### config.mk
export PLATFORM = sky130hd
export DESIGN_NAME = tape_read_block_status
export DESIGN_NICKNAME = d
export VERILOG_FILES = /design/src/shared/tape_status_pkg.sv /design/src/logic/frame_packer.sv /design/src/logic/noise_gate.sv /design/src/logic/tape_read_block_status.sv
export VERILOG_INCLUDE_DIRS = /design/src /design/src/shared
export SDC_FILE = /design/constraint.sdc
export NUM_CORES = 1
export LEC_CHECK = 0
export ABC_AREA = 1
export ABC_CLOCK_PERIOD_IN_PS = 2000
export BUFFER_PORTS_ARGS = -buffer_cell sky130_fd_sc_hd__buf_2
export CORE_MARGIN = 3
export CORE_UTILIZATION = 36
export CTS_CLUSTER_SIZE = 40
export DETAILED_ROUTE_END_ITERATION = 16
export PLACE_DENSITY_LB_ADDON = 0.3
export RECOVER_POWER = 25
export SYNTH_ARGS = -nofsm -noshare
export SYNTH_HDL_FRONTEND = slang
export SYNTH_SLANG_ARGS = --single-unit
export TNS_END_PERCENT = 100
### constraint.sdc
create_clock -name clk_i -period 2 [get_ports clk_i]
set_clock_uncertainty 0.15 [all_clocks]
set_input_delay 0.3 -clock clk_i [delete_from_list [all_inputs] [get_ports clk_i]]
set_output_delay 0.3 -clock clk_i [all_outputs]
set_load 0.02 [all_outputs]
### src/shared/tape_status_defines.svh
`ifndef TAPE_STATUS_DEFINES_SVH
`define TAPE_STATUS_DEFINES_SVH

// ----------------------------------------
// register byte offsets
// ----------------------------------------
`define OFS_CTRL 8'h00
`define OFS_STATUS 8'h04
`define OFS_DATA_LO 8'h08
`define OFS_DATA_HI 8'h0C
`define OFS_WORDS 8'h10
`define OFS_IRQ_STAT 8'h14
`define OFS_IRQ_EN 8'h18
`define OFS_IRQ_CLR 8'h1C

// ----------------------------------------
// status word fields
// ----------------------------------------
`define ST_EOF 0
`define ST_PERR 1
`define ST_AFC 2
`define ST_LATE 3
`define ST_LP 4
`define ST_ILOCK 5
`define ST_BUSY 6
`define ST_EOTW 7
`define ST_INVAL 8
`define ST_FCM_LSB 9
`define ST_FCM_MSB 12
`define ST_DONE 13
`define ST_W 14
`define ST_RESET 14'h0000

// ----------------------------------------
// interrupt bits
// ----------------------------------------
`define IRQ_DONE 0
`define IRQ_WORD 1
`define IRQ_LATE 2
`define IRQ_W 3
`define IRQ_RESET 3'h0

// ----------------------------------------
// frame and block constants
// ----------------------------------------
`define EOF_PATTERN 9'h013
`define FRAMES_PER_WORD 4
`define MOD_FRAMES 4'hE
`define NOISE_FRAMES 10

`endif

### src/shared/tape_status_pkg.sv
package tape_status_pkg;

	typedef enum logic [1:0] {
		ST_IDLE = 2'b00,
		ST_READ = 2'b01,
		ST_DRAIN = 2'b10,
		ST_REWIND = 2'b11
	} state_t;

	typedef enum logic [2:0] {
		FN_NONE = 3'b000,
		FN_RD_FWD = 3'b001,
		FN_RD_BWD = 3'b010,
		FN_BOOT = 3'b011,
		FN_REWIND = 3'b100
	} func_t;

endpackage : tape_status_pkg

### src/logic/frame_packer.sv
`timescale 1ns/1ps
`include "tape_status_defines.svh"

module frame_packer #(
	parameter int FW = 9
) (
	// clock and reset
	input wire logic clk_i,
	input wire logic rst_n_i,
	// frames in
	input wire logic clr_i,
	input wire logic frame_valid_i,
	input wire logic [FW-1:0] frame_i,
	input wire logic flush_i,
	// words out
	output logic [4*FW-1:0] word_o,
	output logic word_valid_o
);

	logic [4*FW-1:0] acc_q;
	logic [1:0] idx_q;

	always_ff @(posedge clk_i) begin
		if (!rst_n_i || clr_i) begin
			acc_q <= '0;
			idx_q <= 2'h0;
			word_o <= '0;
			word_valid_o <= 1'b0;
		end else begin
			word_valid_o <= 1'b0;
			if (frame_valid_i) begin
				// first frame lands in the top slot
				acc_q[(3-idx_q)*FW +: FW] <= frame_i;
				idx_q <= idx_q + 2'h1;
				if (idx_q == 2'h3) begin
					word_o <= {acc_q[4*FW-1:FW], frame_i};
					word_valid_o <= 1'b1;
					acc_q <= '0;
				end
			end else if (flush_i && idx_q != 2'h0) begin
				// unfilled slots stay zero
				word_o <= acc_q;
				word_valid_o <= 1'b1;
				acc_q <= '0;
				idx_q <= 2'h0;
			end
		end
	end

endmodule : frame_packer

### src/logic/noise_gate.sv
`timescale 1ns/1ps
`include "tape_status_defines.svh"

module noise_gate #(
	parameter int FRAME_CYCLES = 50
) (
	// clock and reset
	input wire logic clk_i,
	input wire logic rst_n_i,
	// watch
	input wire logic arm_i,
	input wire logic frame_valid_i,
	output logic silence_o
);

	localparam logic [19:0] LIMIT = 20'(`NOISE_FRAMES * FRAME_CYCLES);

	logic [19:0] cnt_q;
	logic seen_q;

	always_ff @(posedge clk_i) begin
		if (!rst_n_i || !arm_i) begin
			cnt_q <= 20'h0_0000;
			seen_q <= 1'b0;
			silence_o <= 1'b0;
		end else begin
			silence_o <= 1'b0;
			if (frame_valid_i) begin
				cnt_q <= 20'h0_0000;
				seen_q <= 1'b1;
			end else if (seen_q) begin
				cnt_q <= cnt_q + 20'h0_0001;
				// ten frame times of quiet after a recording
				if (cnt_q == LIMIT - 20'h0_0001) begin
					silence_o <= 1'b1;
					seen_q <= 1'b0;
				end
			end
		end
	end

endmodule : noise_gate

### src/logic/tape_read_block_status.sv
// The Wishbone interface to the registers and the placing of the registers are this design's own decisions.
`timescale 1ns/1ps
`include "tape_status_defines.svh"

module tape_read_block_status #(
	parameter int FRAME_CYCLES = 50
) (
	// clock and reset
	input wire logic clk_i,
	input wire logic rst_n_i,
	// wishbone slave
	input wire logic wb_cyc_i,
	input wire logic wb_stb_i,
	input wire logic wb_we_i,
	input wire logic [7:0] wb_adr_i,
	input wire logic [3:0] wb_sel_i,
	input wire logic [31:0] wb_dat_i,
	output logic [31:0] wb_dat_o,
	output logic wb_ack_o,
	// tape read path
	input wire logic frame_valid_i,
	input wire logic [8:0] frame_i,
	input wire logic frame_perr_i,
	input wire logic diag_frame_i,
	input wire logic lrc_err_i,
	input wire logic block_end_i,
	// tape unit condition
	input wire logic load_point_i,
	input wire logic eot_warn_i,
	input wire logic interlock_i,
	input wire logic unit_busy_i,
	input wire logic unit_9trk_i,
	// tape motion
	output logic motion_fwd_o,
	output logic motion_bwd_o,
	output logic motion_rewind_o,
	// interrupt
	output logic irq_o
);

	// ----------------------------------------
	// bus decode
	// ----------------------------------------
	logic req;
	logic commit;
	logic wr_commit;
	logic rd_commit;

	assign req = wb_cyc_i & wb_stb_i;
	// a write or read side effect lands on the edge the master sees ack
	assign commit = req & wb_ack_o;
	assign wr_commit = commit & wb_we_i;
	assign rd_commit = commit & ~wb_we_i;

	// ----------------------------------------
	// block state
	// ----------------------------------------
	tape_status_pkg::state_t st_q;
	tape_status_pkg::func_t fn_q;
	logic [`ST_W-1:0] stat_q;
	logic [15:0] frames_q;
	logic [3:0] mod_q;
	logic [8:0] first_q;
	logic perr_q;
	logic diag_q;
	logic lp_q;
	logic noise_q;
	logic late_q;
	logic [15:0] made_q;
	logic [15:0] acc_q;
	logic [35:0] hold_q;
	logic hold_v_q;
	logic [`IRQ_W-1:0] irq_st_q;
	logic [`IRQ_W-1:0] irq_en_q;

	logic silence;
	logic end_evt;
	logic [35:0] word;
	logic word_v;
	logic bwd;
	logic start;
	logic accept;
	logic finish;
	logic imm_done;
	logic [`ST_W-1:0] imm_stat;
	logic go_read;
	logic go_rew;

	assign bwd = (fn_q == tape_status_pkg::FN_RD_BWD);
	// in a backward read, silence after the last frame ends the block too
	assign end_evt = (st_q == tape_status_pkg::ST_READ) & (block_end_i | (bwd & silence));
	assign start = wr_commit & wb_sel_i[0] & (wb_adr_i == `OFS_CTRL) & (st_q == tape_status_pkg::ST_IDLE);
	assign accept = rd_commit & (wb_adr_i == `OFS_DATA_HI) & hold_v_q;
	assign finish = (st_q == tape_status_pkg::ST_DRAIN) & ~word_v & ~hold_v_q;

	// ----------------------------------------
	// function decode
	// ----------------------------------------
	always_comb begin
		imm_stat = `ST_RESET;
		imm_done = 1'b0;
		go_read = 1'b0;
		go_rew = 1'b0;
		imm_stat[`ST_DONE] = 1'b1;
		unique case (wb_dat_i[2:0])
			tape_status_pkg::FN_RD_FWD, tape_status_pkg::FN_RD_BWD, tape_status_pkg::FN_BOOT: begin
				if (wb_dat_i[2:0] == tape_status_pkg::FN_BOOT && !unit_9trk_i) begin
					imm_stat[`ST_INVAL] = 1'b1;
					imm_done = 1'b1;
				end else if (interlock_i) begin
					imm_stat[`ST_ILOCK] = 1'b1;
					imm_done = 1'b1;
				end else if (unit_busy_i) begin
					// busy with end-of-tape warning reads as a forward read would
					imm_stat[`ST_BUSY] = 1'b1;
					imm_stat[`ST_EOTW] = eot_warn_i;
					imm_done = 1'b1;
				end else if (wb_dat_i[2:0] == tape_status_pkg::FN_RD_BWD && load_point_i) begin
					imm_stat[`ST_LP] = 1'b1;
					imm_done = 1'b1;
				end else begin
					go_read = 1'b1;
				end
			end
			tape_status_pkg::FN_REWIND: begin
				if (interlock_i) begin
					imm_stat[`ST_ILOCK] = 1'b1;
					imm_done = 1'b1;
				end else if (unit_busy_i) begin
					imm_stat[`ST_BUSY] = 1'b1;
					imm_done = 1'b1;
				end else begin
					go_rew = 1'b1;
				end
			end
			default: begin
				// only the invalid and done flags, and no motion starts
				imm_stat[`ST_INVAL] = 1'b1;
				imm_done = 1'b1;
			end
		endcase
	end

	// ----------------------------------------
	// submodules
	// ----------------------------------------
	frame_packer #(
		.FW(9)
	) u_packer (
		.clk_i(clk_i),
		.rst_n_i(rst_n_i),
		.clr_i(start),
		.frame_valid_i(frame_valid_i && st_q == tape_status_pkg::ST_READ),
		.frame_i(frame_i),
		.flush_i(end_evt),
		.word_o(word),
		.word_valid_o(word_v)
	);

	noise_gate #(
		.FRAME_CYCLES(FRAME_CYCLES)
	) u_noise (
		.clk_i(clk_i),
		.rst_n_i(rst_n_i),
		.arm_i(st_q == tape_status_pkg::ST_READ && bwd),
		.frame_valid_i(frame_valid_i),
		.silence_o(silence)
	);

	// ----------------------------------------
	// sequencing and motion
	// ----------------------------------------
	always_ff @(posedge clk_i) begin
		if (!rst_n_i) begin
			st_q <= tape_status_pkg::ST_IDLE;
			fn_q <= tape_status_pkg::FN_NONE;
			motion_fwd_o <= 1'b0;
			motion_bwd_o <= 1'b0;
			motion_rewind_o <= 1'b0;
		end else begin
			unique case (st_q)
				tape_status_pkg::ST_IDLE: begin
					if (start) begin
						fn_q <= tape_status_pkg::func_t'(wb_dat_i[2:0]);
						if (go_read) begin
							st_q <= tape_status_pkg::ST_READ;
							motion_fwd_o <= (wb_dat_i[2:0] != tape_status_pkg::FN_RD_BWD);
							motion_bwd_o <= (wb_dat_i[2:0] == tape_status_pkg::FN_RD_BWD);
						end else if (go_rew) begin
							st_q <= tape_status_pkg::ST_REWIND;
							motion_rewind_o <= 1'b1;
						end
					end
				end
				tape_status_pkg::ST_READ: begin
					if (end_evt) begin
						// a noise frame halts the tape just like a real block
						st_q <= tape_status_pkg::ST_DRAIN;
						motion_fwd_o <= 1'b0;
						motion_bwd_o <= 1'b0;
					end
				end
				tape_status_pkg::ST_DRAIN: begin
					if (finish) begin
						st_q <= tape_status_pkg::ST_IDLE;
					end
				end
				tape_status_pkg::ST_REWIND: begin
					if (load_point_i) begin
						st_q <= tape_status_pkg::ST_IDLE;
						motion_rewind_o <= 1'b0;
					end
				end
			endcase
		end
	end

	// ----------------------------------------
	// frame counting and error gathering
	// ----------------------------------------
	always_ff @(posedge clk_i) begin
		if (!rst_n_i || start) begin
			frames_q <= 16'h0000;
			mod_q <= 4'h0;
			first_q <= 9'h000;
			perr_q <= 1'b0;
			diag_q <= 1'b0;
			noise_q <= 1'b0;
			lp_q <= start & load_point_i;
		end else if (st_q == tape_status_pkg::ST_READ) begin
			if (frame_valid_i) begin
				frames_q <= (frames_q == 16'hFFFF) ? frames_q : frames_q + 16'h0001;
				mod_q <= (mod_q == `MOD_FRAMES) ? 4'h0 : mod_q + 4'h1;
				if (frames_q == 16'h0000) begin
					first_q <= frame_i;
				end
				perr_q <= perr_q | frame_perr_i;
			end
			diag_q <= diag_q | diag_frame_i;
			if (end_evt) begin
				perr_q <= perr_q | lrc_err_i;
				noise_q <= bwd & silence & (frames_q == 16'h0001);
			end
		end
	end

	// ----------------------------------------
	// word hand-off to the processor
	// ----------------------------------------
	always_ff @(posedge clk_i) begin
		if (!rst_n_i || start) begin
			hold_q <= 36'h0_0000_0000;
			hold_v_q <= 1'b0;
			made_q <= 16'h0000;
			acc_q <= 16'h0000;
			late_q <= 1'b0;
		end else begin
			if (accept) begin
				hold_v_q <= 1'b0;
				acc_q <= acc_q + 16'h0001;
			end
			// a noise frame never reaches the processor
			if (word_v && !noise_q && !(silence && bwd && frames_q == 16'h0001)) begin
				made_q <= made_q + 16'h0001;
				if (hold_v_q && !accept) begin
					// the old word was not taken in time; the new one is lost
					late_q <= 1'b1;
				end else begin
					hold_q <= word;
					hold_v_q <= 1'b1;
				end
			end
		end
	end

	// ----------------------------------------
	// status word
	// ----------------------------------------
	always_ff @(posedge clk_i) begin
		if (!rst_n_i) begin
			stat_q <= `ST_RESET;
		end else if (start) begin
			stat_q <= imm_done ? imm_stat : `ST_RESET;
		end else if (finish) begin
			// a single 000010011 frame marks end-of-file
			stat_q[`ST_EOF] <= ~noise_q & (frames_q == 16'h0001) & (first_q == `EOF_PATTERN);
			// forward reads want a diagonal check frame, which eof blocks lack
			stat_q[`ST_PERR] <= perr_q | noise_q | (~bwd & ~diag_q);
			stat_q[`ST_AFC] <= (mod_q != 4'h0);
			stat_q[`ST_LATE] <= late_q;
			stat_q[`ST_LP] <= lp_q;
			stat_q[`ST_EOTW] <= eot_warn_i;
			// nonzero only when every assembled word was taken
			stat_q[`ST_FCM_MSB:`ST_FCM_LSB] <= (made_q != 16'h0000 && made_q == acc_q) ? mod_q : 4'h0;
			stat_q[`ST_DONE] <= 1'b1;
		end else if (st_q == tape_status_pkg::ST_REWIND && load_point_i) begin
			stat_q[`ST_LP] <= 1'b1;
			stat_q[`ST_DONE] <= 1'b1;
		end
	end

	// ----------------------------------------
	// interrupts
	// ----------------------------------------
	always_ff @(posedge clk_i) begin
		if (!rst_n_i) begin
			irq_st_q <= `IRQ_RESET;
			irq_en_q <= `IRQ_RESET;
			irq_o <= 1'b0;
		end else begin
			if (wr_commit && wb_sel_i[0] && wb_adr_i == `OFS_IRQ_EN) begin
				irq_en_q <= wb_dat_i[`IRQ_W-1:0];
			end
			// set beats a clear arriving in the same cycle
			irq_st_q <= (irq_st_q & ~((wr_commit && wb_sel_i[0] && wb_adr_i == `OFS_IRQ_CLR) ?
				wb_dat_i[`IRQ_W-1:0] : `IRQ_RESET)) |
				{word_v & hold_v_q & ~accept, word_v & ~noise_q,
				finish | (start & imm_done) | (st_q == tape_status_pkg::ST_REWIND & load_point_i)};
			irq_o <= |(irq_st_q & irq_en_q);
		end
	end

	// ----------------------------------------
	// bus answer
	// ----------------------------------------
	always_ff @(posedge clk_i) begin
		if (!rst_n_i) begin
			wb_ack_o <= 1'b0;
			wb_dat_o <= 32'h0000_0000;
		end else begin
			wb_ack_o <= req & ~wb_ack_o;
			if (req && !wb_ack_o) begin
				unique case (wb_adr_i)
					`OFS_CTRL: wb_dat_o <= {28'h000_0000, st_q != tape_status_pkg::ST_IDLE, fn_q};
					`OFS_STATUS: wb_dat_o <= {18'h0_0000, stat_q};
					`OFS_DATA_LO: wb_dat_o <= hold_q[31:0];
					`OFS_DATA_HI: wb_dat_o <= {hold_v_q, 27'h000_0000, hold_q[35:32]};
					`OFS_WORDS: wb_dat_o <= {16'h0000, acc_q};
					`OFS_IRQ_STAT: wb_dat_o <= {29'h0000_0000, irq_st_q};
					`OFS_IRQ_EN: wb_dat_o <= {29'h0000_0000, irq_en_q};
					// unmapped and write-only offsets read as zero
					default: wb_dat_o <= 32'h0000_0000;
				endcase
			end
		end
	end

endmodule : tape_read_block_status

### After elaboration in Yosys (flattened, before gate mapping)

Index checks and enable logic that the tools add are counted.

| word-level totals | value |
|---|---|
| flip-flop bits (word level) | 262 |
| input port bits | 68 |

| operators by class | value |
|---|---|
| equality and inequality tests | 32 |
| multiply operators | 1 |
| multiplexer cells | 81 |
| shift-type cells | 2 |
| bitwise gates (word level) | 47 |
| reductions and logical operators | 54 |
| $add $sub $neg | 8 |

Operators by type and width:

| operator | number |
|---|---|
| 32-bit one-hot mux with 7 select lines | 1 |
| 36-bit two-way mux | 6 |
| 16-bit by 1-bit adder with 16-bit output (second input constant) | 3 |
| 1-bit two-way mux | 47 |
| 36-bit bitwise mux | 1 |
| 9-bit by 34-bit variable shift with 36-bit output (first input constant) | 1 |
| 9-bit by 34-bit variable part select with 36-bit output | 1 |
| 32-bit negator with 34-bit output | 1 |
| 8-bit by 5-bit equality test with 1-bit output (second input constant) | 4 |
| 32-bit by 4-bit multiplier with 32-bit output (second input constant) | 1 |
| 1-bit AND | 24 |
| 20-bit by 1-bit adder with 20-bit output (second input constant) | 1 |
| 20-bit by 9-bit equality test with 1-bit output (second input constant) | 1 |
| 2-bit two-way mux | 10 |
| 4-bit two-way mux | 5 |
| 16-bit by 1-bit equality test with 1-bit output (second input constant) | 1 |
| 16-bit equality test | 1 |
| 16-bit equality test (second input constant) | 1 |
| 8-bit by 4-bit equality test with 1-bit output (second input constant) | 2 |
| 1-bit logical AND | 16 |
| 16-bit zero test | 1 |
| 16-bit nonzero test | 1 |
| 14-bit two-way mux | 1 |
| 2-bit != test (second input constant) | 7 |
| 37 further kinds | 87 |

### Depth between registers and ports, before layout

| depth | value |
|---|---|
| depth in word-level cells | 11 |
| mapped depth | 12 |
| mapped depth without buffers | 11 |

### Hierarchy

A second synthesis with hierarchy kept.

| unflattened totals | value |
|---|---|
| cells, all modules | 1892 |
| area, all modules | 12953.7 um^2 |

Modules (own cells, without submodules):

| module | times used | cells an instance | area each (um^2) |
|---|---|---|---|
| tape_read_block_status | 1 | 1251 | 8330.5 |
| frame_packer | 1 | 463 | 3448.3 |
| noise_gate | 1 | 178 | 1174.9 |

### Worst setup path after synthesis

OpenSTA, ideal clock, no wires.

| timing path | value |
|---|---|
| path type | register -> register |
| from | reg u_packer.idx_q[0] |
| to | reg u_packer.acc_q[17] |
| arrival time | 1.904 ns |
| setup time | 0.132 ns |
| path slack | -0.187 ns |
| buffers on the path | 1 |
| stages on the path, launching flop included | 12 |
| period minus slack after synthesis | 2.187 ns |
| path through | dfxtp_1 > clkinv_1 > ha_1 > inv_1 > clkbuf_1 > nand3_1 > nand3_1 > nand2_1 > nand2_1 > nand2_1 > nand2_1 > a21oi_1 |

| between the ends | value |
|---|---|
| cells in the longest elaborated chain, start to end | 7 |

Ends and longest elaborated chain:

| element | RTL line | text |
|---|---|---|
| from (decl) | frame_packer.sv:21 | `logic [1:0] idx_q;` |
| from (signal assigned) | frame_packer.sv:34 | `idx_q <= idx_q + 2'h1;` |
| 2-bit by 2-bit subtractor with 3-bit output | frame_packer.sv:33 | `acc_q[(3-idx_q)*FW +: FW] <= frame_i;` |
| 32-bit by 4-bit multiplier with 32-bit output | frame_packer.sv:33 |  |
| 32-bit negator with 34-bit output | frame_packer.sv:33 |  |
| 9-bit by 34-bit variable part select with 36-bit output / 9-bit by 34-bit variable shift with 36-bit output (equally long branches) | frame_packer.sv:33 |  |
| 36-bit bitwise mux | frame_packer.sv:33 |  |
| 36-bit two-way mux | frame_packer.sv:35 | `if (idx_q == 2'h3) begin` |
| 36-bit two-way mux | frame_packer.sv:31 | `if (frame_valid_i) begin` |
| to (signal, indexed assignment) | frame_packer.sv:33 |  |
| to (decl) | frame_packer.sv:20 | `logic [4*FW-1:0] acc_q;` |

Several ways; a longest one is shown, not always the timed one.
A chain may end at the register's enable or synchronous reset.

### Worst setup path after layout

| timing path | value |
|---|---|
| from | reg u_packer.idx_q[1] |
| to | reg u_packer.acc_q[17] |

The elaborated chain is that of the path after synthesis.

==> impl_metrics.tcl <==
set metrics [dict create \
    setup_tns_ns 0 \
    end_kind "flip-flop" \
    layout_commonest_cell "nand2_1" \
    multi_input_area_sq_mm 0.00631 \
    place_inst 2318 \
    path_cells "inv_1 > ha_4 > clkinvlp_4 > buf_2 > nand3_1 > nand3_1 > nand2_1 > nand2_1 > nand2_1 > nand2_1 > a21oi_1" \
    n_antenna_cell 0 \
    first_pass_iters 5 \
    p_leak_nw 5.42 \
    hold_viol 0 \
    cts_tree "built" \
    fin_util 0.441 \
    crit_top_cell "nand2_1" \
    min_path_cells 5 \
    path_max_fanout 6 \
    final_cells 2397 \
    status "finished clean" \
    synth_ff_type "dfxtp_1" \
    avgSynthCellArea_sq_um 6.91 \
    cts_made_buffers 29 \
    slowest_stage "dfxtp_2" \
    die_x_microns 192 \
    p_sw_w 0.00242 \
    htreeDepth 1 \
    final_area_sq_mm 0.0149 \
    die_area_sq_mm 0.0369 \
    ys_ff_latch 262 \
    drv_cap 0 \
    crit_required_ns 2.34 \
    overflow 0 \
    dpl.hpwl_mm 24.4 \
    synth-async-reset-ratio 0 \
    worstSkewPairLatency_ns 0.55 \
    viasPerCell 5.04 \
    cts_root_buffer "clkbuf_16" \
    p_int_w 0.00819 \
    worst_pin_slew_ns 0.545 \
    wire_per_inst_microns 14.2 \
    vias 12100 \
    timing_worst_setup_path_type "reg -> reg" \
    routed_wl_mm 34.1 \
    ios 105 \
    yosysSeqAreaShare 0.421 \
    postRouteAntennaNets 0 \
    yosys_warnings 0 \
    port_buffers 72 \
    clkPwrFrac 0.467 \
    rr_worst_depth 11 \
    cpPeakStageDelay_ns 0.35 \
    die_y_microns 192 \
    fmax_mhz 525 \
    num_rows 67 \
    postSynthCellCount 1804 \
    grt_start_max_net_pins 69 \
    max-slew-margin-rel 0.634 \
    antenna_found_initial 0 \
    fin_crit_sh 0.953 \
    pwr-share-seq 0.495 \
    layout_common_cells "nand2_1 (417), dfxtp_1 (258), nor2_1 (209)" \
    synth_edf_count 1 \
    grt_first_pass_wirelength_mm 54.4 \
    combPwrFrac 0.038 \
    startpoint_type "flip-flop" \
    finalSetupViolCount 0 \
    peakVddDrop_mv 0.608 \
    nets 2011 \
    clk_pin_slew_ns 0.06 \
    grt_pass1_vias 11000 \
    clkSinkCount 262 \
    placed_area_sq_mm 0.0137 \
    nFillCells 3554 \
    syn_nets 1886 \
    cts_buffer_depth 3 \
    start_util 0.368 \
    arrival_ns 2.24 \
    p_per_area_mw_per_mm2 711 \
    syn-cell-area_sq_mm 0.0125 \
    regArea_sq_mm 0.00526 \
    dr.first_iter.drc_count 866 \
    synth_cell_types 47 \
    switching_share 0.228 \
    drc 0 \
    report.final.slew_viol_count 0 \
    hold_class "in -> reg" \
    rrSetupSlack_ns 0.09 \
    period_needed_ns 1.91 \
    drive_above_1_share 0.112 \
    syn_to_final_growth_pct 19.7 \
    core_area_sq_mm 0.0339 \
    place_congestion 0.914 \
    grt_usage 0.176 \
]
-- per-layer routing --
layer	track usage	up-vias	share of wire
met4	0.0412	0	0.019
li1	-	6181	-
met5	0	-	0
met1	0.263	5538	0.50
met2	0.268	310	0.42
met3	0.0250	47	0.055
-- final timing paths --
kind	start	end
setup / recovery	u_packer.idx_q[1]	u_packer.acc_q[17]
hold / removal	load_point_i	stat_q[4]
setup reg to reg	u_packer.idx_q[1]	u_packer.acc_q[17]
hold reg to reg	u_packer.acc_q[3]	u_packer.acc_q[3]
-- power groups by stage --
stage	logic (W)	registers, W	clock network (W)
CTS	0.000403	0.00525	0.00509
global placement	0.000372	0.00537	0
finish	0.000399	0.00525	0.00496
floorplan	0.000189	0.00539	0
global route	0.000439	0.00525	0.00531
detailed placement	0.000374	0.00537	0
-- synth_stat cells, drive strengths merged (2+ instances only) --
master / count / area share
o21a: 2 / 0.0012
xor2: 30 / 0.021
nand4: 32 / 0.016
nor3: 50 / 0.022
nand2: 430 / 0.13
a31oi: 4 / 0.0020
nand3b: 6 / 0.0036
nor3b: 3 / 0.0018
ha: 14 / 0.014
dfxtp: 261 / 0.42
clkbuf: 38 / 0.012
buf: 45 / 0.022
a211oi: 4 / 0.0024
nand3: 166 / 0.067
o21ai: 120 / 0.049
clkinv: 3 / 0.00090
nor4: 4 / 0.0020
nor2: 222 / 0.069
xnor2: 10 / 0.0070
o211ai: 10 / 0.0060
a21oi: 189 / 0.076
inv: 149 / 0.045
o22ai: 3 / 0.0015
-- registers in the layout (all words and copies together) (netlist names), 2 cells and up --
name,count
hold_q,36
u_packer.acc_q,36
u_packer.word_o,36
wb_dat_o,32
u_noise.cnt_q,20
acc_q,16
frames_q,16
made_q,16
stat_q,14
first_q,9
mod_q,4
fn_q,3
irq_en_q,3
irq_st_q,3
st_q,2
u_packer.idx_q,2
-- metrics by stage --
step / power, W / hold WS (ns) / setup WS, ns
floorplan: 0.00558 / 0.273 / 0.0101
CTS: 0.0107 / 0.0141 / 0.0164
global placement: 0.00574 / 0.282 / 0.0396
finish: 0.0106 / 0.0364 / 0.0939
detailed placement: 0.00574 / 0.284 / 0.0230
global route: 0.0110 / 0.0534 / -0.0289
-- what timing repair did --
action / 4_1_cts / 5_1_grt
buffers inserted: 0 / 8
hold buffers: 18 / 0
setup endpoints to repair: 0 / 137
resized for setup: 0 / 31
endpoints found under the hold margin: 19 / 0
-- worst max-delay path, delay by kind of cell, from the launching register on --
kind            cells  cell delay, ns
simple gates        6            0.52
buf+inv             3            0.40
flops               1            0.35
fa+ha+maj           1            0.29
compound gates      1            0.12
-- area by class of cell --
cell class	instances	share of cell area
clock buffer	40	0.0541
clock inverter	11	0.00511
inverter	152	0.0392
multi-input combinational	1307	0.423
sequential	262	0.352
tap	448	0.0375
timing repair buffer	177	0.0892
-- kinds of logic (layout without fill, tap and decap cells) --
| group | Yosys count | count (layout) | synth area share |
|---|---|---|---|
| fa+ha+maj | 14 | 14 | 0.0140 |
| buf+inv | 235 | 380 | 0.0796 |
| flops | 262 | 262 | 0.421 |
| xor+xnor | 40 | 40 | 0.0281 |
| simple gates | 915 | 915 | 0.315 |
| compound gates | 338 | 338 | 0.142 |
(Power assumes the default switching activity.)
